## config.mk

```make
export PLATFORM = sky130hd
export DESIGN_NAME = sls_led_signaler
export DESIGN_NICKNAME = d
export VERILOG_FILES = /design/src/common/sls_pkg.sv /design/src/logic/sls_dur_timer.sv /design/src/logic/sls_trig_watch.sv /design/src/logic/sls_led_signaler.sv
export SDC_FILE = /design/constraint.sdc
export NUM_CORES = 1
export LEC_CHECK = 0
export BUFFER_PORTS_ARGS = -buffer_cell sky130_fd_sc_hd__buf_2
export CORE_AREA = 3 3 127 129
export DETAILED_ROUTE_END_ITERATION = 12
export DIE_AREA = 0 0 130 132
export PLACE_DENSITY_LB_ADDON = 0.12
export SYNTH_ARGS = -nofsm -noshare
export SYNTH_HDL_FRONTEND = slang
export SYNTH_SLANG_ARGS = --single-unit
```

## constraint.sdc

```tcl
create_clock -name core_clk_i -period 10.45 [get_ports core_clk_i]
set_input_delay 0.5225 -clock core_clk_i [delete_from_list [all_inputs] [get_ports core_clk_i]]
set_output_delay 0.5225 -clock core_clk_i [all_outputs]
set_load 0.02 [all_outputs]
```

## src/common/sls_pkg.sv

```systemverilog
package sls_pkg;

  localparam int TIMER_W = 32;
  localparam int ERR_N   = 5;

  // Clock period and the documented or chosen times in their own units.
  localparam longint CLK_PERIOD_NS = 64'd10;
  localparam longint TRIG_IDLE_S   = 64'd5;
  localparam longint PULSE_MS      = 64'd250;
  localparam longint GAP_MS        = 64'd250;
  localparam longint SEP_MS        = 64'd1500;

  // Least times, rounded up to whole cycles.
  localparam longint TRIG_IDLE_CYC =
    (TRIG_IDLE_S * 64'd1000000000 + CLK_PERIOD_NS - 64'd1) / CLK_PERIOD_NS;
  localparam longint PULSE_CYC = (PULSE_MS * 64'd1000000 + CLK_PERIOD_NS - 64'd1) / CLK_PERIOD_NS;
  localparam longint GAP_CYC   = (GAP_MS * 64'd1000000 + CLK_PERIOD_NS - 64'd1) / CLK_PERIOD_NS;
  localparam longint SEP_CYC   = (SEP_MS * 64'd1000000 + CLK_PERIOD_NS - 64'd1) / CLK_PERIOD_NS;

  // Error slots, scanned in this order when several are active.
  localparam logic [2:0] ERR_TRIG  = 3'h0;
  localparam logic [2:0] ERR_STORE = 3'h1;
  localparam logic [2:0] ERR_LOAD  = 3'h2;
  localparam logic [2:0] ERR_CMDS  = 3'h3;
  localparam logic [2:0] ERR_CFG   = 3'h4;

  localparam logic [3:0] FLASH_TRIG  = 4'h3;
  localparam logic [3:0] FLASH_STORE = 4'h5;
  localparam logic [3:0] FLASH_LOAD  = 4'h6;
  localparam logic [3:0] FLASH_CMDS  = 4'h7;
  localparam logic [3:0] FLASH_CFG   = 4'h8;

  localparam logic [3:0] PULSE_CNT_RST = 4'h0;
  localparam logic [2:0] ERR_IDX_RST   = 3'h0;

  typedef enum logic [2:0] {
    SLS_BOOT  = 3'b000,
    SLS_OK    = 3'b001,
    SLS_PULSE = 3'b010,
    SLS_GAP   = 3'b011,
    SLS_SEP   = 3'b100
  } sls_state_e;

  function automatic logic [3:0] sls_flash_len(input logic [2:0] idx);
    logic [3:0] len;
    len = FLASH_CFG;
    unique case (idx)
      ERR_TRIG:  len = FLASH_TRIG;
      ERR_STORE: len = FLASH_STORE;
      ERR_LOAD:  len = FLASH_LOAD;
      ERR_CMDS:  len = FLASH_CMDS;
      default:   len = FLASH_CFG;
    endcase
    return len;
  endfunction

endpackage

```

## src/logic/sls_dur_timer.sv

```systemverilog
`timescale 1ns/1ps
module sls_dur_timer
  import sls_pkg::*;
#(
  parameter int W = sls_pkg::TIMER_W
) (
  input  wire logic         core_clk_i,
  input  wire logic         srst_i,
  input  wire logic         load_i,
  input  wire logic [W-1:0] len_i,
  output logic              done_o
);
  import sls_pkg::*;

  logic [W-1:0] count;
  logic [W-1:0] next_count;

  // A load of len_i gives a done pulse len_i cycles later.
  always_comb begin
    next_count = count;
    if (load_i) begin
      next_count = len_i;
    end else if (count != '0) begin
      next_count = count - W'(1);
    end
  end

  always_ff @(posedge core_clk_i) begin
    if (srst_i) begin
      count <= '0;
    end else begin
      count <= next_count;
    end
  end

  // The done flag depends on the count alone, so a load made on done forms no loop.
  assign done_o = (count == W'(1));

  chk_tmr_reload: assert property (@(posedge core_clk_i) disable iff (srst_i)
    load_i |=> count == $past(len_i))
    else $error("Timer did not take the loaded duration.");

  chk_tmr_done_once: assert property (@(posedge core_clk_i) disable iff (srst_i)
    done_o |=> !done_o)
    else $error("Timer done lasted more than one cycle.");

endmodule

```

## src/logic/sls_trig_watch.sv

```systemverilog
`timescale 1ns/1ps
module sls_trig_watch
  import sls_pkg::*;
#(
  parameter longint IDLE_CYC = sls_pkg::TRIG_IDLE_CYC
) (
  input  wire logic core_clk_i,
  input  wire logic srst_i,
  input  wire logic enable_i,
  input  wire logic line_trigger_input_i,
  output logic      timeout_o
);
  import sls_pkg::*;

  localparam logic [TIMER_W-1:0] LAST = TIMER_W'(IDLE_CYC - 64'd1);

  logic               sync_a;
  logic               sync_b;
  logic               sync_c;
  logic [TIMER_W-1:0] idle_cnt;
  logic [TIMER_W-1:0] next_idle_cnt;
  logic               next_timeout;
  logic               edge_seen;

  assign edge_seen = sync_b ^ sync_c;

  // Any transition restarts the idle count; the flag holds until one comes or enable_i drops.
  always_comb begin
    next_idle_cnt = idle_cnt;
    next_timeout  = timeout_o;
    if (!enable_i || edge_seen) begin
      next_idle_cnt = '0;
      next_timeout  = 1'b0;
    end else if (idle_cnt == LAST) begin
      next_timeout = 1'b1;
    end else begin
      next_idle_cnt = idle_cnt + TIMER_W'(1);
    end
  end

  always_ff @(posedge core_clk_i) begin
    if (srst_i) begin
      sync_a    <= 1'b0;
      sync_b    <= 1'b0;
      sync_c    <= 1'b0;
      idle_cnt  <= '0;
      timeout_o <= 1'b0;
    end else begin
      sync_a    <= line_trigger_input_i;
      sync_b    <= sync_a;
      sync_c    <= sync_b;
      idle_cnt  <= next_idle_cnt;
      timeout_o <= next_timeout;
    end
  end

  chk_trig_edge_clears: assert property (@(posedge core_clk_i) disable iff (srst_i)
    (enable_i && edge_seen) |=> !timeout_o)
    else $error("Trigger transition did not clear the idle flag.");

  chk_trig_idle_time: assert property (@(posedge core_clk_i) disable iff (srst_i)
    $rose(timeout_o) |-> $past(idle_cnt) == LAST && $past(enable_i))
    else $error("Idle flag raised before the full idle time.");

endmodule

```

## src/logic/sls_led_signaler.sv

```systemverilog
`timescale 1ns/1ps
module sls_led_signaler
  import sls_pkg::*;
#(
  parameter longint TRIG_IDLE_CYC = sls_pkg::TRIG_IDLE_CYC,
  parameter longint PULSE_CYC     = sls_pkg::PULSE_CYC,
  parameter longint GAP_CYC       = sls_pkg::GAP_CYC,
  parameter longint SEP_CYC       = sls_pkg::SEP_CYC
) (
  input  wire logic core_clk_i,
  input  wire logic srst_i,
  input  wire logic boot_done_i,
  input  wire logic line_trigger_input_i,
  input  wire logic store_fail_i,
  input  wire logic load_fail_i,
  input  wire logic cmd_list_invalid_i,
  input  wire logic logic_cfg_fail_i,
  output logic      led_orange_o,
  output logic      led_green_o
);
  import sls_pkg::*;

  localparam logic [TIMER_W-1:0] PULSE_LEN = TIMER_W'(PULSE_CYC);
  localparam logic [TIMER_W-1:0] GAP_LEN   = TIMER_W'(GAP_CYC);
  localparam logic [TIMER_W-1:0] SEP_LEN   = TIMER_W'(SEP_CYC);

  sls_state_e         state;
  sls_state_e         next_state;
  logic [2:0]         err_idx;
  logic [2:0]         next_err_idx;
  logic [3:0]         pulse_cnt;
  logic [3:0]         next_pulse_cnt;
  logic               next_orange;
  logic               next_green;
  logic               booted;
  logic               trig_timeout;
  logic [ERR_N-1:0]   err_vec;
  logic               any_err;
  logic [2:0]         scan_idx;
  logic [3:0]         code_len;
  logic               tmr_load;
  logic [TIMER_W-1:0] tmr_len;
  logic               tmr_done;

  // Self checks only run once the processor has finished booting.
  assign booted = (state != SLS_BOOT);

  sls_trig_watch #(
    .IDLE_CYC (TRIG_IDLE_CYC)
  ) u_trig_watch (
    .core_clk_i           (core_clk_i),
    .srst_i               (srst_i),
    .enable_i             (booted),
    .line_trigger_input_i (line_trigger_input_i),
    .timeout_o            (trig_timeout)
  );

  sls_dur_timer #(
    .W (TIMER_W)
  ) u_dur_timer (
    .core_clk_i (core_clk_i),
    .srst_i     (srst_i),
    .load_i     (tmr_load),
    .len_i      (tmr_len),
    .done_o     (tmr_done)
  );

  always_comb begin
    err_vec            = '0;
    err_vec[ERR_TRIG]  = trig_timeout;
    err_vec[ERR_STORE] = store_fail_i;
    err_vec[ERR_LOAD]  = load_fail_i;
    err_vec[ERR_CMDS]  = cmd_list_invalid_i;
    err_vec[ERR_CFG]   = logic_cfg_fail_i;
  end

  assign any_err  = |err_vec;
  assign code_len = sls_flash_len(err_idx);

  // Next active error after the one just shown, wrapping round the slots.
  // The sum is four bits wide because a three-bit sum would wrap at eight.
  always_comb begin
    logic [3:0] sum;
    logic [2:0] cand;
    logic       found;
    sum      = 4'h0;
    cand     = err_idx;
    found    = 1'b0;
    scan_idx = err_idx;
    for (int i = 1; i <= ERR_N; i++) begin
      sum = {1'b0, err_idx} + 4'(i);
      if (sum >= 4'(ERR_N)) begin
        cand = 3'(sum - 4'(ERR_N));
      end else begin
        cand = sum[2:0];
      end
      if (!found && err_vec[cand]) begin
        scan_idx = cand;
        found    = 1'b1;
      end
    end
  end

  always_comb begin
    next_state     = state;
    next_err_idx   = err_idx;
    next_pulse_cnt = pulse_cnt;
    tmr_load       = 1'b0;
    tmr_len        = PULSE_LEN;
    unique case (state)
      SLS_BOOT: begin
        if (boot_done_i) begin
          next_state = SLS_OK;
        end
      end
      SLS_OK: begin
        if (any_err) begin
          next_state     = SLS_PULSE;
          next_err_idx   = scan_idx;
          next_pulse_cnt = PULSE_CNT_RST;
          tmr_load       = 1'b1;
          tmr_len        = PULSE_LEN;
        end
      end
      SLS_PULSE: begin
        if (tmr_done) begin
          next_pulse_cnt = pulse_cnt + 4'h1;
          tmr_load       = 1'b1;
          if (pulse_cnt + 4'h1 == code_len) begin
            next_state = SLS_SEP;
            tmr_len    = SEP_LEN;
          end else begin
            next_state = SLS_GAP;
            tmr_len    = GAP_LEN;
          end
        end
      end
      SLS_GAP: begin
        if (tmr_done) begin
          next_state = SLS_PULSE;
          tmr_load   = 1'b1;
          tmr_len    = PULSE_LEN;
        end
      end
      SLS_SEP: begin
        if (tmr_done) begin
          if (any_err) begin
            next_state     = SLS_PULSE;
            next_err_idx   = scan_idx;
            next_pulse_cnt = PULSE_CNT_RST;
            tmr_load       = 1'b1;
            tmr_len        = PULSE_LEN;
          end else begin
            next_state = SLS_OK;
          end
        end
      end
      default: begin
        next_state = SLS_BOOT;
      end
    endcase
  end

  // Orange during boot, health and pulses; green in gaps and separations.
  always_comb begin
    next_orange = 1'b0;
    next_green  = 1'b0;
    unique case (next_state)
      SLS_BOOT:  next_orange = 1'b1;
      SLS_OK:    next_orange = 1'b1;
      SLS_PULSE: next_orange = 1'b1;
      SLS_GAP:   next_green  = 1'b1;
      SLS_SEP:   next_green  = 1'b1;
      default:   next_orange = 1'b1;
    endcase
  end

  always_ff @(posedge core_clk_i) begin
    if (srst_i) begin
      state        <= SLS_BOOT;
      err_idx      <= ERR_IDX_RST;
      pulse_cnt    <= PULSE_CNT_RST;
      led_orange_o <= 1'b1;
      led_green_o  <= 1'b0;
    end else begin
      state        <= next_state;
      err_idx      <= next_err_idx;
      pulse_cnt    <= next_pulse_cnt;
      led_orange_o <= next_orange;
      led_green_o  <= next_green;
    end
  end

  chk_boot_orange: assert property (@(posedge core_clk_i) disable iff (srst_i)
    (state == SLS_BOOT && !boot_done_i) |=> led_orange_o && !led_green_o && state == SLS_BOOT)
    else $error("Indicator not orange while booting.");

  chk_ok_steady: assert property (@(posedge core_clk_i) disable iff (srst_i)
    (state == SLS_OK && !any_err) [*2] |-> led_orange_o && !led_green_o)
    else $error("Healthy indicator was not steady orange.");

  chk_err_starts: assert property (@(posedge core_clk_i) disable iff (srst_i)
    (state == SLS_OK && any_err) |=> state == SLS_PULSE
      && ($past(err_vec) & (ERR_N'(1) << err_idx)) != '0)
    else $error("Active error did not start a flash sequence.");

  chk_gap_green: assert property (@(posedge core_clk_i) disable iff (srst_i)
    (state == SLS_GAP) |-> led_green_o && !led_orange_o)
    else $error("Gap between pulses not shown green.");

  chk_pulse_count: assert property (@(posedge core_clk_i) disable iff (srst_i)
    $rose(state == SLS_SEP) |-> pulse_cnt == code_len)
    else $error("Code ended with the wrong pulse count.");

  chk_next_code: assert property (@(posedge core_clk_i) disable iff (srst_i)
    (state == SLS_SEP && tmr_done && $countones(err_vec) > 1) |=> err_idx != $past(err_idx))
    else $error("Second active error was not shown next.");

  chk_trig_three: assert property (@(posedge core_clk_i) disable iff (srst_i)
    ($rose(state == SLS_SEP) && err_idx == ERR_TRIG) |-> pulse_cnt == 4'h3)
    else $error("Trigger idle code is not three flashes.");

  chk_store_five: assert property (@(posedge core_clk_i) disable iff (srst_i)
    ($rose(state == SLS_SEP) && err_idx == ERR_STORE) |-> pulse_cnt == 4'h5)
    else $error("Store failure code is not five flashes.");

  chk_load_six: assert property (@(posedge core_clk_i) disable iff (srst_i)
    ($rose(state == SLS_SEP) && err_idx == ERR_LOAD) |-> pulse_cnt == 4'h6)
    else $error("Load failure code is not six flashes.");

  chk_cmds_seven: assert property (@(posedge core_clk_i) disable iff (srst_i)
    ($rose(state == SLS_SEP) && err_idx == ERR_CMDS) |-> pulse_cnt == 4'h7)
    else $error("Command list code is not seven flashes.");

  chk_cfg_eight: assert property (@(posedge core_clk_i) disable iff (srst_i)
    ($rose(state == SLS_SEP) && err_idx == ERR_CFG) |-> pulse_cnt == 4'h8)
    else $error("Configuration failure code is not eight flashes.");

  chk_sep_length: assert property (@(posedge core_clk_i) disable iff (srst_i)
    (next_state == SLS_SEP && state != SLS_SEP) |-> tmr_load && tmr_len == SEP_LEN)
    else $error("Separation did not load its own duration.");

  cov_boot_ok: cover property (@(posedge core_clk_i) disable iff (srst_i)
    state == SLS_BOOT ##1 state == SLS_OK);

  cov_one_code: cover property (@(posedge core_clk_i) disable iff (srst_i)
    $rose(state == SLS_SEP) ##1 state == SLS_SEP);

  cov_two_codes: cover property (@(posedge core_clk_i) disable iff (srst_i)
    state == SLS_SEP && tmr_done && $countones(err_vec) > 1);

  cov_recover: cover property (@(posedge core_clk_i) disable iff (srst_i)
    state == SLS_SEP ##1 state == SLS_OK);

endmodule

```

# Word level (Yosys, flattened, before mapping)
# Index checks and enable logic that the tools add are counted.
[classes] order_cmp=10 bitwise=1 n_addsub=13 eq_ne=14 n_div=0 shift=0 multipliers=0 muxes=51 reduce_logical=23
[ops] op="28-bit two-way mux" count=3
[ops] op="32-bit two-way mux" count=2
[ops] op="3-bit two-way mux" count=18
[ops] op="32-bit by 1-bit adder with 32-bit output, second input constant" count=1
[ops] op="32-bit by 1-bit == test with 1-bit output, second input constant" count=1
[ops] op="32-bit by 29-bit == test with 1-bit output, second input constant" count=1
[ops] op="32-bit nonzero test" count=1
[ops] op="32-bit by 1-bit subtractor with 32-bit output, second input constant" count=1
[ops] op="4-bit by 3-bit greater-or-equal comparator with 1-bit output, second input constant" count=5
[ops] op="3-bit by 4-bit less-than comparator with 1-bit output, second input constant" count=5
[ops] op="4-bit one-hot mux with 4 select lines" count=1
[ops] op="1-bit binary-select mux with 3-bit select" count=5
[ops] op="3-bit by 2-bit == test with 1-bit output, second input constant" count=5
[ops] op="3-bit one-hot mux with 5 select lines" count=1
[ops] op="3-bit subtractor, second input constant" count=5
[ops] op="1-bit two-way mux" count=14
[ops] op="4-bit two-way mux" count=3
[ops] op="4-bit one-hot mux with 3 select lines" count=1
[ops] op="3-bit by 2-bit adder with 4-bit output, second input constant" count=2
[ops] op="3-bit by 3-bit adder with 4-bit output, second input constant" count=2
[ops] op="3-bit by 1-bit == test with 1-bit output, second input constant" count=2
[ops] op="3-bit == test, second input constant" count=2
[ops] op="3-bit zero test" count=2
[ops] op="3-bit one-hot mux with 2 select lines" count=1
[ops] op="16 further kinds" count=28
[totals] in_bits=8 ram_bits=0 mem_count=0 ff_bits=80 romBits=0 latchBits=0

# Depth between registers and ports, before layout
# Gate-level depths: netlist (run 1).
[depth] word_depth=21 ltp_mapped=15

# Cells and area by module
# Synthesis (run 1) repeated with hierarchy kept, for this count alone.
[unflattened] hier_cells=674 hier_area_um2=5477.8
[modules_own_cells] mod="sls_led_signaler" cells_each=258 area_each_um2=1966.9 instances=1 seq_area_each_um2=240.2
[modules_own_cells] mod="sls_dur_timer" cells_each=220 area_each_um2=1823.0 instances=1 seq_area_each_um2=640.6
[modules_own_cells] mod="sls_trig_watch" cells_each=196 area_each_um2=1687.9 instances=1 seq_area_each_um2=720.7

# Worst setup path after synthesis (run 1)
# Ideal clock, no wire load.
[synth_timing] path_type="register -> register" start="register err_idx[0]" end="register err_idx[1]" slack_ns=7.027 period_less_slack_ns=3.423 setup_ns=0.103 path_buffers=3 t_required_ns=10.347 path_stages_with_launch=14 t_arrival_ns=3.319 path_cell_list="dfxtp_1 -> buf_2 -> inv_1 -> clkbuf_1 -> ha_1 -> buf_6 -> mux2_4 -> or4_4 -> a2bb2o_4 -> a31o_4 -> nor2b_4 -> a21boi_2 -> nor4_1 -> a2111oi_2"
[synth_between] elab_chain_cells=21 word_cells_on_any_way=50 classes_between="add/sub: 10; order compare: 5; mux: 27; reduce/logical: 8"
[synth_lines] element="start, declared" line_no="sls_led_signaler.sv:29" text="logic [2:0] err_idx;"
[synth_lines] element="start signal, assigned" line_no="sls_led_signaler.sv:187" text="err_idx <= next_err_idx;"
[synth_lines] element="3-bit by 1-bit adder with 4-bit output" line_no="sls_led_signaler.sv:91" text="sum = {1'b0, err_idx} + 4'(i);"
[synth_lines] element="4-bit by 3-bit greater-or-equal comparator with 1-bit output / 3-bit subtractor (equally long branches)" line_no="sls_led_signaler.sv:92, sls_led_signaler.sv:93"
[synth_lines] element="3-bit two-way mux" line_no="sls_led_signaler.sv:92" text="if (sum >= 4'(ERR_N)) begin"
[synth_lines] element="1-bit binary-select mux with 3-bit select" line_no="sls_led_signaler.sv:97" text="if (!found && err_vec[cand]) begin"
[synth_lines] element="1-bit two-way mux (implied by the code)" line_no="sls_led_signaler.sv:97"
[synth_lines] element="1-bit two-way mux" line_no="sls_led_signaler.sv:97"
[synth_lines] element="1-bit zero test" line_no="sls_led_signaler.sv:97"
[synth_lines] element="1-bit logical AND" line_no="sls_led_signaler.sv:97"
[synth_lines] element="[5 not listed]"
[synth_lines] element="1-bit logical AND" line_no="sls_led_signaler.sv:97"
[synth_lines] element="1-bit two-way mux" line_no="sls_led_signaler.sv:97"
[synth_lines] element="1-bit zero test" line_no="sls_led_signaler.sv:97"
[synth_lines] element="1-bit logical AND" line_no="sls_led_signaler.sv:97"
[synth_lines] element="3-bit two-way mux (*)" line_no="sls_led_signaler.sv:97"
[synth_lines] element="3-bit two-way mux (*)" line_no="sls_led_signaler.sv:117, sls_led_signaler.sv:147"
[synth_lines] element="3-bit two-way mux" line_no="sls_led_signaler.sv:146" text="if (tmr_done) begin"
[synth_lines] element="3-bit one-hot mux with 2 select lines (*)" line_no="sls_led_signaler.sv:110" text="unique case (state)"
# Mark *: on every way between the ends. The rest lies on a longest branch, timed or not. The select of a mux whose other input is x is not followed.
# A chain may end at the register's enable or synchronous reset.

# Worst setup path after layout (run 1)
# Ends and elaborated chain as after synthesis.

==> summary.txt, run 1 <==
Place
  • RD Place Congestion: 0.864
  • # port buffers: 9
  • Hpwl dp: 9660 um
  • Placed insts: 834

Power
  • Peak VDD IR: 0.120 mV
  • Leakage: 2.04 nW
  • Total power: 0.00176 W
  • Pwr Density: 307 nW/um^2

Clock tree
  • CTS tree: done
  • Clock Latency Late Sink: 340 ps
  • CTS sink cnt: 80
  • Hold buffers post-CTS: 0
  • Clock Tree Buf Depth: 2
  • Postcts setup bufs: 0
  • Inserted Clock Buffers: 9
  • CTS root buffer: clkbuf_16
  • # resized after CTS: 0
  • H-tree levels: 3
  • Worst-path clk slew: 60 ps

Yosys
  • Post-Synth XOR/XNOR Area: 0.110
  • Simple-gate portion of the synthesized area: 0.316
  • Top cells by area, synth: dfxtp_1 31%, nor2_1 6.5%, xor2_1 6.4%, xnor2_1 4.7%, ha_1 4.1%
  • Largest family of logic cells by synthesized area: simple AND/OR/NAND/NOR gates
  • Syn nets: 689
  • Post-synthesis cell type count: 76
  • Post-Synth Adder-Cell Area: 0.0445
  • Seq cells post-synth: 80
  • Sequential element share of the synthesized area: 0.306
  • Mapped cell area: 5230 um^2
  • Mux contribution to synthesized area: 0.0146
  • Synth warnings: 0
  • Avg Inst Size Synth: 7.89 um^2
  • Yosys top cell area share: 0.306
  • Post-synth EDFFs: 0
  • Most common cell in the netlist: nor2_1
  • Post-synth top area cell: dfxtp_1
  • Top cells by count, synth: 90 x nor2_1, 80 x dfxtp_1, 53 x nand2_1
  • Share of flip-flops with an asynchronous set or reset: 0
  • Compound-cell area share of the yosys netlist: 0.171
  • Synth Instances: 663
  • Post-synth top flop: dfxtp_1

Global routing
  • Number of global-route vias before repair: 4377
  • Pin count of the biggest net entering global routing: 34
  • GRT Total Usage: 0.159
  • First-pass GRT wire length: 22300 um
  • Initial antenna violation count: 0
  • Final global-route overflow total: 0

Timing
  • Crit path time final: 4060 ps
  • Hold Slack: 395 ps
  • RSZ-0062 raised after global routing: no
  • Max-slew headroom: 0.372
  • Pins Over Slew Limit: 0
  • Worst Tran Pin Value: 933 ps
  • Max Clk Rate: 0.246 GHz
  • Clk_skew: 9.10 ps
  • Setup TNS: 0 ps
  • Endpoints failing setup: 0
  • Final hold vios: 0
  • Final Cycle Share: 0.389

Layout
  • Cell Count, Final, Fillers Out: 850
  • NumNets Final: 683
  • Share of cells above drive strength 1: 0.0785
  • Finished Core Util: 0.379
  • N_diodes: 0
  • Area Growth Syn to Fin: 9.63%

Worst setup path
  • CP arrival: 4290 ps
  • Required @ worst endpoint: 10680 ps
  • Startpoint types: register
  • Critical path type: reg -> reg
  • CP Capture Type: register
  • Worst R2R Setup Slack: 6390 ps
  • Register-to-Register Path Depth: 11
  • Crit path max fanout: 33

Routing
  • Vias: 4578
  • # DRC: 0
  • Avg Vias per Cell: 5.39
  • Post-DRT Antenna Nets: 0
  • Drt initial violations: 214
  • Drt pass-1 iters: 5
  • WL/cell: 15.6 um
  • Routed WL: 13200 um

Die
  • Die width: 130 um
  • IO Count: 10
  • Die ar.: 17200 um^2
  • Core Footprint: 15100 um^2
  • Die height: 132 um
  • Initial core utilization: 0.346
  • Core Rows: 45

Hold path
  • Hold path depth: 2
  • Hold Crit Class: in -> reg

Run
  • Max-cap violation count: 0

Run status
  • Status: complete, no violations
## sequential cells by signal, indices dropped and copies added (netlist names)
signal                  cells
pulse_cnt                   4
u_trig_watch.sync_b         1
led_orange_o                1
u_trig_watch.idle_cnt      32
u_trig_watch.timeout_o      1
led_green_o                 1
u_trig_watch.sync_c         1
u_dur_timer.count          32
err_idx                     3
state                       3
u_trig_watch.sync_a         1
## report_power, final
group | switching, W | internal [W]
Clock | 0.000123 | 0.000223
Combinational | 0.000605 | 0.000395
Sequential | 0.0000626 | 0.000355
## routing by layer
metal / track usage / share of wire / vias to the layer above / wire length, um
met2: 0.240 / 0.45 / 80 / 6000
li1: - / - / 2348 / -
met3: 0.0369 / 0.033 / 27 / 436
met4: 0.0612 / 0.026 / 0 / 350
met1: 0.220 / 0.49 / 2123 / 6460
met5: 0 / 0 / - / 0
## placed cells by master (no fill, tap or decap), drive strengths merged, types with 3 or more instances in the layout
master	Yosys	routed
nor2	93	93
dfxtp	80	80
nand2	53	53
a21oi	39	39
xor2	38	38
nor3	31	31
xnor2	28	28
nand3	25	25
o21ai	25	25
inv	19	19
ha	17	17
nor2b	15	15
nand4	15	15
and2	14	14
nand2b	12	12
nor4	12	12
clkbuf	16	12
a211oi	11	11
buf	12	11
o22ai	8	8
a31oi	8	8
or3	8	8
and3	7	7
a211o	6	6
or4	6	6
mux2i	5	5
and4	4	4
o31ai	4	4
o21bai	4	4
nor3b	4	4
o211ai	3	3
nand3b	3	3
a21boi	3	3
## worst max-delay path: stages (launching register included)
cell       delay [ps]
dfxtp_1           300
buf_4             320
inv_1             400
ha_1              860
mux2_4            360
or4_4             480
a2bb2o_4          240
a31o_4            240
nor2b_4           160
a21boi_2          170
nor4_1             70
a2111oi_2         330
## per-stage QoR
step | instance area (um^2) | setup slack, ps
after CTS | 5740 | 6400
after detailed placement | 5410 | 6420
after global placement | 5410 | 6480
after global routing | 5740 | 6150
final | 5740 | 6390
after floorplan | 5230 | 7030
## cell families after synthesis
| logic type | count (synthesis) |
|---|---|
| AND/OR/NAND/NOR | 313 |
| AO/OA/AOI/OAI | 132 |
| flip-flops | 80 |
| XOR/XNOR | 66 |
| buffers and inverters | 47 |
| adder cells (fa/ha/maj) | 18 |
| multiplexers | 7 |
## worst paths after layout
path / start / endpoint
max: err_idx[0]$_SDFFE_PP0P_ / err_idx[1]$_SDFFE_PP0P_
min: line_trigger_input_i / u_trig_watch.sync_a$_SDFF_PP0_
max reg2reg: err_idx[0]$_SDFFE_PP0P_ / err_idx[1]$_SDFFE_PP0P_
min reg2reg: u_trig_watch.sync_b$_SDFF_PP0_ / u_trig_watch.sync_c$_SDFF_PP0_
## layout make-up
type | instances | area [um^2]
fillers | 1574 | 9410
well taps | 188 | 235
flip-flops and latches | 80 | 1600
repair buffers | 11 | 60.1
clock buffers | 12 | 256
multi-input cells | 536 | 3440
inverters | 19 | 71.3
clock inverters | 4 | 76.3
No activity file was read; power rests on OpenSTA's default activity.
==> run 2, diff against run 1 <==
--- a/config.mk
+++ b/config.mk
@@ -5,10 +5,11 @@
 export SDC_FILE = /design/constraint.sdc
 export NUM_CORES = 1
 export LEC_CHECK = 0
+export ABC_AREA = 1
 export BUFFER_PORTS_ARGS = -buffer_cell sky130_fd_sc_hd__buf_2
-export CORE_AREA = 3 3 127 129
+export CORE_AREA = 3 3 130 132
 export DETAILED_ROUTE_END_ITERATION = 12
-export DIE_AREA = 0 0 130 132
+export DIE_AREA = 0 0 133 135
 export PLACE_DENSITY_LB_ADDON = 0.12
 export SYNTH_ARGS = -nofsm -noshare
 export SYNTH_HDL_FRONTEND = slang
==> constraint.sdc (replaced) <==
create_clock -name core_clk_i -period 3.5 [get_ports core_clk_i]
set_input_delay 0.175 -clock core_clk_i [delete_from_list [all_inputs] [get_ports core_clk_i]]
set_output_delay 0.175 -clock core_clk_i [all_outputs]
set_load 0.02 [all_outputs]
==> run 2 against run 1 <==
Compared with the run above:
- utilization is 0.76 points higher
- maximum frequency up 42%
- setup slack worse by 5700 ps
- sequential cell count unchanged
- clock power grew to 3.0 times the previous value
- cell area increased by 6.6%
- hold slack worse by 340 ps
==> summary.txt, run 2 <==
Timing
  • Final hold vios: 0 (unchanged)
  • Clk_skew: 12.4 ps (+3.33 ps)
  • Max Clk Rate: 0.350 GHz (+42%)
  • Max-slew headroom: 0.605 (+0.233)
  • Final Cycle Share: 0.815 (+0.427)
  • Endpoints failing setup: 0 (unchanged)
  • RSZ-0062 raised after global routing: no
  • Worst Tran Pin Value: 586 ps (-347 ps)
  • Setup TNS: 0 ps (unchanged)
  • Crit path time final: 2850 ps (-1210 ps)
  • Pins Over Slew Limit: 0 (unchanged)

Clock tree
  • Clock Latency Late Sink: 350 ps (about the same)
  • CTS tree: done
  • Inserted Clock Buffers: 9 (unchanged)
  • # resized after CTS: 0 (unchanged)
  • Postcts setup bufs: 0 (unchanged)
  • Worst-path clk slew: 60 ps (about the same)
  • Clock Tree Buf Depth: 2 (unchanged)
  • CTS sink cnt: 80 (unchanged)
  • H-tree levels: 3 (unchanged)
  • Hold buffers post-CTS: 0 (unchanged)
  • CTS root buffer: clkbuf_16

Global routing
  • First-pass GRT wire length: 24300 um (+8.8%)
  • Initial antenna violation count: 0 (unchanged)
  • GRT Total Usage: 0.165 (+0.00595)
  • Number of global-route vias before repair: 4869 (+11%)
  • Pin count of the biggest net entering global routing: 35 (+2.9%)
  • Final global-route overflow total: 0 (unchanged)

Die
  • Core Rows: 46 (+2.2%)
  • Die ar.: 18000 um^2 (+4.6%)
  • Die height: 135 um (+2.3%)
  • IO Count: 10 (unchanged)
  • Initial core utilization: 0.347 (+0.00187)
  • Die width: 133 um (+2.3%)
  • Core Footprint: 15800 um^2 (+4.5%)

Layout
  • Cell Count, Final, Fillers Out: 1068 (+26%)
  • Most common cell after layout, fill and taps aside: nand2_1
  • NumNets Final: 873 (+28%)
  • Share of cells above drive strength 1: 0.124 (+0.0459)
  • Biggest registers after layout: u_dur_timer.count x32, u_trig_watch.idle_cnt x32, pulse_cnt x4
  • Cell area after layout: 6120 um^2 (+6.6%)
  • Area Growth Syn to Fin: 11.2%
  • N_diodes: 0 (unchanged)
  • Commonest cells after routing, fill and taps aside: 177 x nand2_1, 109 x nor2_1, 93 x inv_1

Worst setup path
  • Crit-path cells: inv_1, ha_1, ha_1, nand2_1, nand3_2, nand2_1, nand2_1, nand2_1, nand3_1, nand2_1, nand2_1, nand2_1, nand2_1, nand2_1, nand3_1, nand2_1, nand2_1, a21oi_1
  • CP Capture Type: register
  • Cell mode on critical path: nand2_1
  • Crit path from: err_idx[1]$_SDFFE_PP0P_
  • Worst reg2reg path endpoint: err_idx[2]$_SDFFE_PP0P_
  • Register-to-Register Path Depth: 18 (+7)
  • CP arrival: 3110 ps (-1180 ps)
  • Required @ worst endpoint: 3760 ps (-6920 ps)
  • CP max stage delay: 520 ps (-340 ps)
  • R2R Path Start: err_idx[1]$_SDFFE_PP0P_
  • Critical path type: reg -> reg
  • Crit path max fanout: 8 (-76%)
  • Worst R2R Setup Slack: 650 ps (-5740 ps)
  • Slowest stage cell, crit path: dfxtp_1
  • Startpoint types: register
  • Crit path to: err_idx[2]$_SDFFE_PP0P_

Place
  • RD Place Congestion: 0.827 (-4.3%)
  • # port buffers: 9 (unchanged)
  • Hpwl dp: 11200 um (+16%)
  • Placed insts: 1052 (+26%)
  • Post-DP Area: 5800 um^2 (+7.3%)

Hold path
  • Hold Crit Class: in -> reg

Routing
  • WL/cell: 13.6 um (-13%)
  • Drt initial violations: 334 (+56%)
  • Avg Vias per Cell: 4.88 (-9.5%)
  • # DRC: 0 (unchanged)
  • Drt pass-1 iters: 5 (unchanged)
  • Post-DRT Antenna Nets: 0 (unchanged)
  • Routed WL: 14500 um (+9.4%)
  • Vias: 5207 (+14%)

Run
  • Max-cap violation count: 0 (unchanged)

Yosys
  • Synth warnings: 0 (unchanged)
  • Share of flip-flops with an asynchronous set or reset: 0 (unchanged)
  • Seq cells post-synth: 80 (unchanged)
  • Post-synthesis cell type count: 47 (-38%)
  • Yosys top cell area share: 0.291 (-0.0148)
  • Most common cell in the netlist: nand2_1
  • Synth Instances: 832 (+25%)
  • Avg Inst Size Synth: 6.61 um^2 (-16%)
  • Post-synth top area cell: dfxtp_1
  • Sequential element share of the synthesized area: 0.291 (-0.0148)
  • Post-synth EDFFs: 0 (unchanged)
  • Top cells by count, synth: 177 x nand2_1, 109 x nor2_1, 93 x inv_1
  • Mapped cell area: 5500 um^2 (+5.1%)
  • Top cells by area, synth: dfxtp_1 29%, nand2_1 12%, nor2_1 7.4%, inv_1 6.3%, nand3_1 5.5%
  • Syn nets: 858 (+25%)
  • Post-synth top flop: dfxtp_1

Power
  • Total power: 0.00507 W (+190%)
  • Leakage: 2.50 nW (+23%)
  • Peak VDD IR: 0.312 mV (+160%)
  • Pwr Density: 829 nW/um^2 (+170%)

Run status
  • Status: complete, no violations
## run 2: cell types whose count changed after synthesis, moves of 15 or more
| cell | delta |
|---|---|
| inv_1 | +75 |
| nand2_1 | +124 |
| nand3_1 | +35 |
| nand4_1 | +15 |
| nor2_1 | +19 |
| xor2_1 | -23 |
## run 2: cell type report
cell class | count | area (um^2)
timing repair buffer | 13 | 75.1
sequential | 80 | 1600
fill | 1715 | 9710
clock buffer | 9 | 225
inverter | 104 | 390
tap | 216 | 270
multi-input combinational | 639 | 3460
clock inverter | 7 | 92.6
## run 2: stage by stage
step	util	worst slack, ps	hold slack [ps]
after detailed placement	0.366	675	399
final	0.386	646	50.2
after CTS	0.386	654	47.2
after global routing	0.386	272	78.5
after global placement	0.366	637	394
after floorplan	-	983	282
## run 2: critical path, delay by kind of cell (launching register included)
| kind | cells | cell delay [ps] |
|---|---|---|
| buf+inv | 1 | 250 |
| fa+ha+maj | 2 | 550 |
| compound gates | 1 | 160 |
| simple gates | 14 | 1290 |
| flops | 1 | 520 |
## run 2: worst min-delay path by stage
stage	depth (start not counted)	slack, ps	from	endpoint
3_5_place_dp	2	400	u_trig_watch.sync_a$_SDFF_PP0_	u_trig_watch.sync_b$_SDFF_PP0_
3_3_place_gp	2	390	u_trig_watch.sync_a$_SDFF_PP0_	u_trig_watch.sync_b$_SDFF_PP0_
2_1_floorplan	2	280	line_trigger_input_i	u_trig_watch.sync_a$_SDFF_PP0_
5_1_grt	3	80	line_trigger_input_i	u_trig_watch.sync_a$_SDFF_PP0_
6_report	3	50	line_trigger_input_i	u_trig_watch.sync_a$_SDFF_PP0_
4_1_cts	3	50	line_trigger_input_i	u_trig_watch.sync_a$_SDFF_PP0_
## run 2: kinds of logic after synthesis
family                   after synthesis  synth area share
flip-flops                            80             0.291
AO/OA/AOI/OAI                        103             0.107
adder cells (fa/ha/maj)               18            0.0423
AND/OR/NAND/NOR                      485             0.427
XOR/XNOR                              33            0.0539
buffers and inverters                113            0.0792
## run 2: per-layer routing
layer | global-route usage | vias up | routed length, um
met3 | 0.0358 | 17 | 446
met2 | 0.266 | 58 | 6410
met1 | 0.227 | 2360 | 7430
li1 | - | 2772 | -
met5 | 0 | - | 0
met4 | 0.0398 | 0 | 209
## run 2: power breakdown
group / leakage, nW / total, W / switching, W / internal, W
clock network: 0.160 / 0.00103 / 0.000402 / 0.000626
registers: 0.651 / 0.00119 / 0.000139 / 0.00105
logic: 1.69 / 0.00285 / 0.00190 / 0.000951
total: 2.50 / 0.00507 / 0.00244 / 0.00262
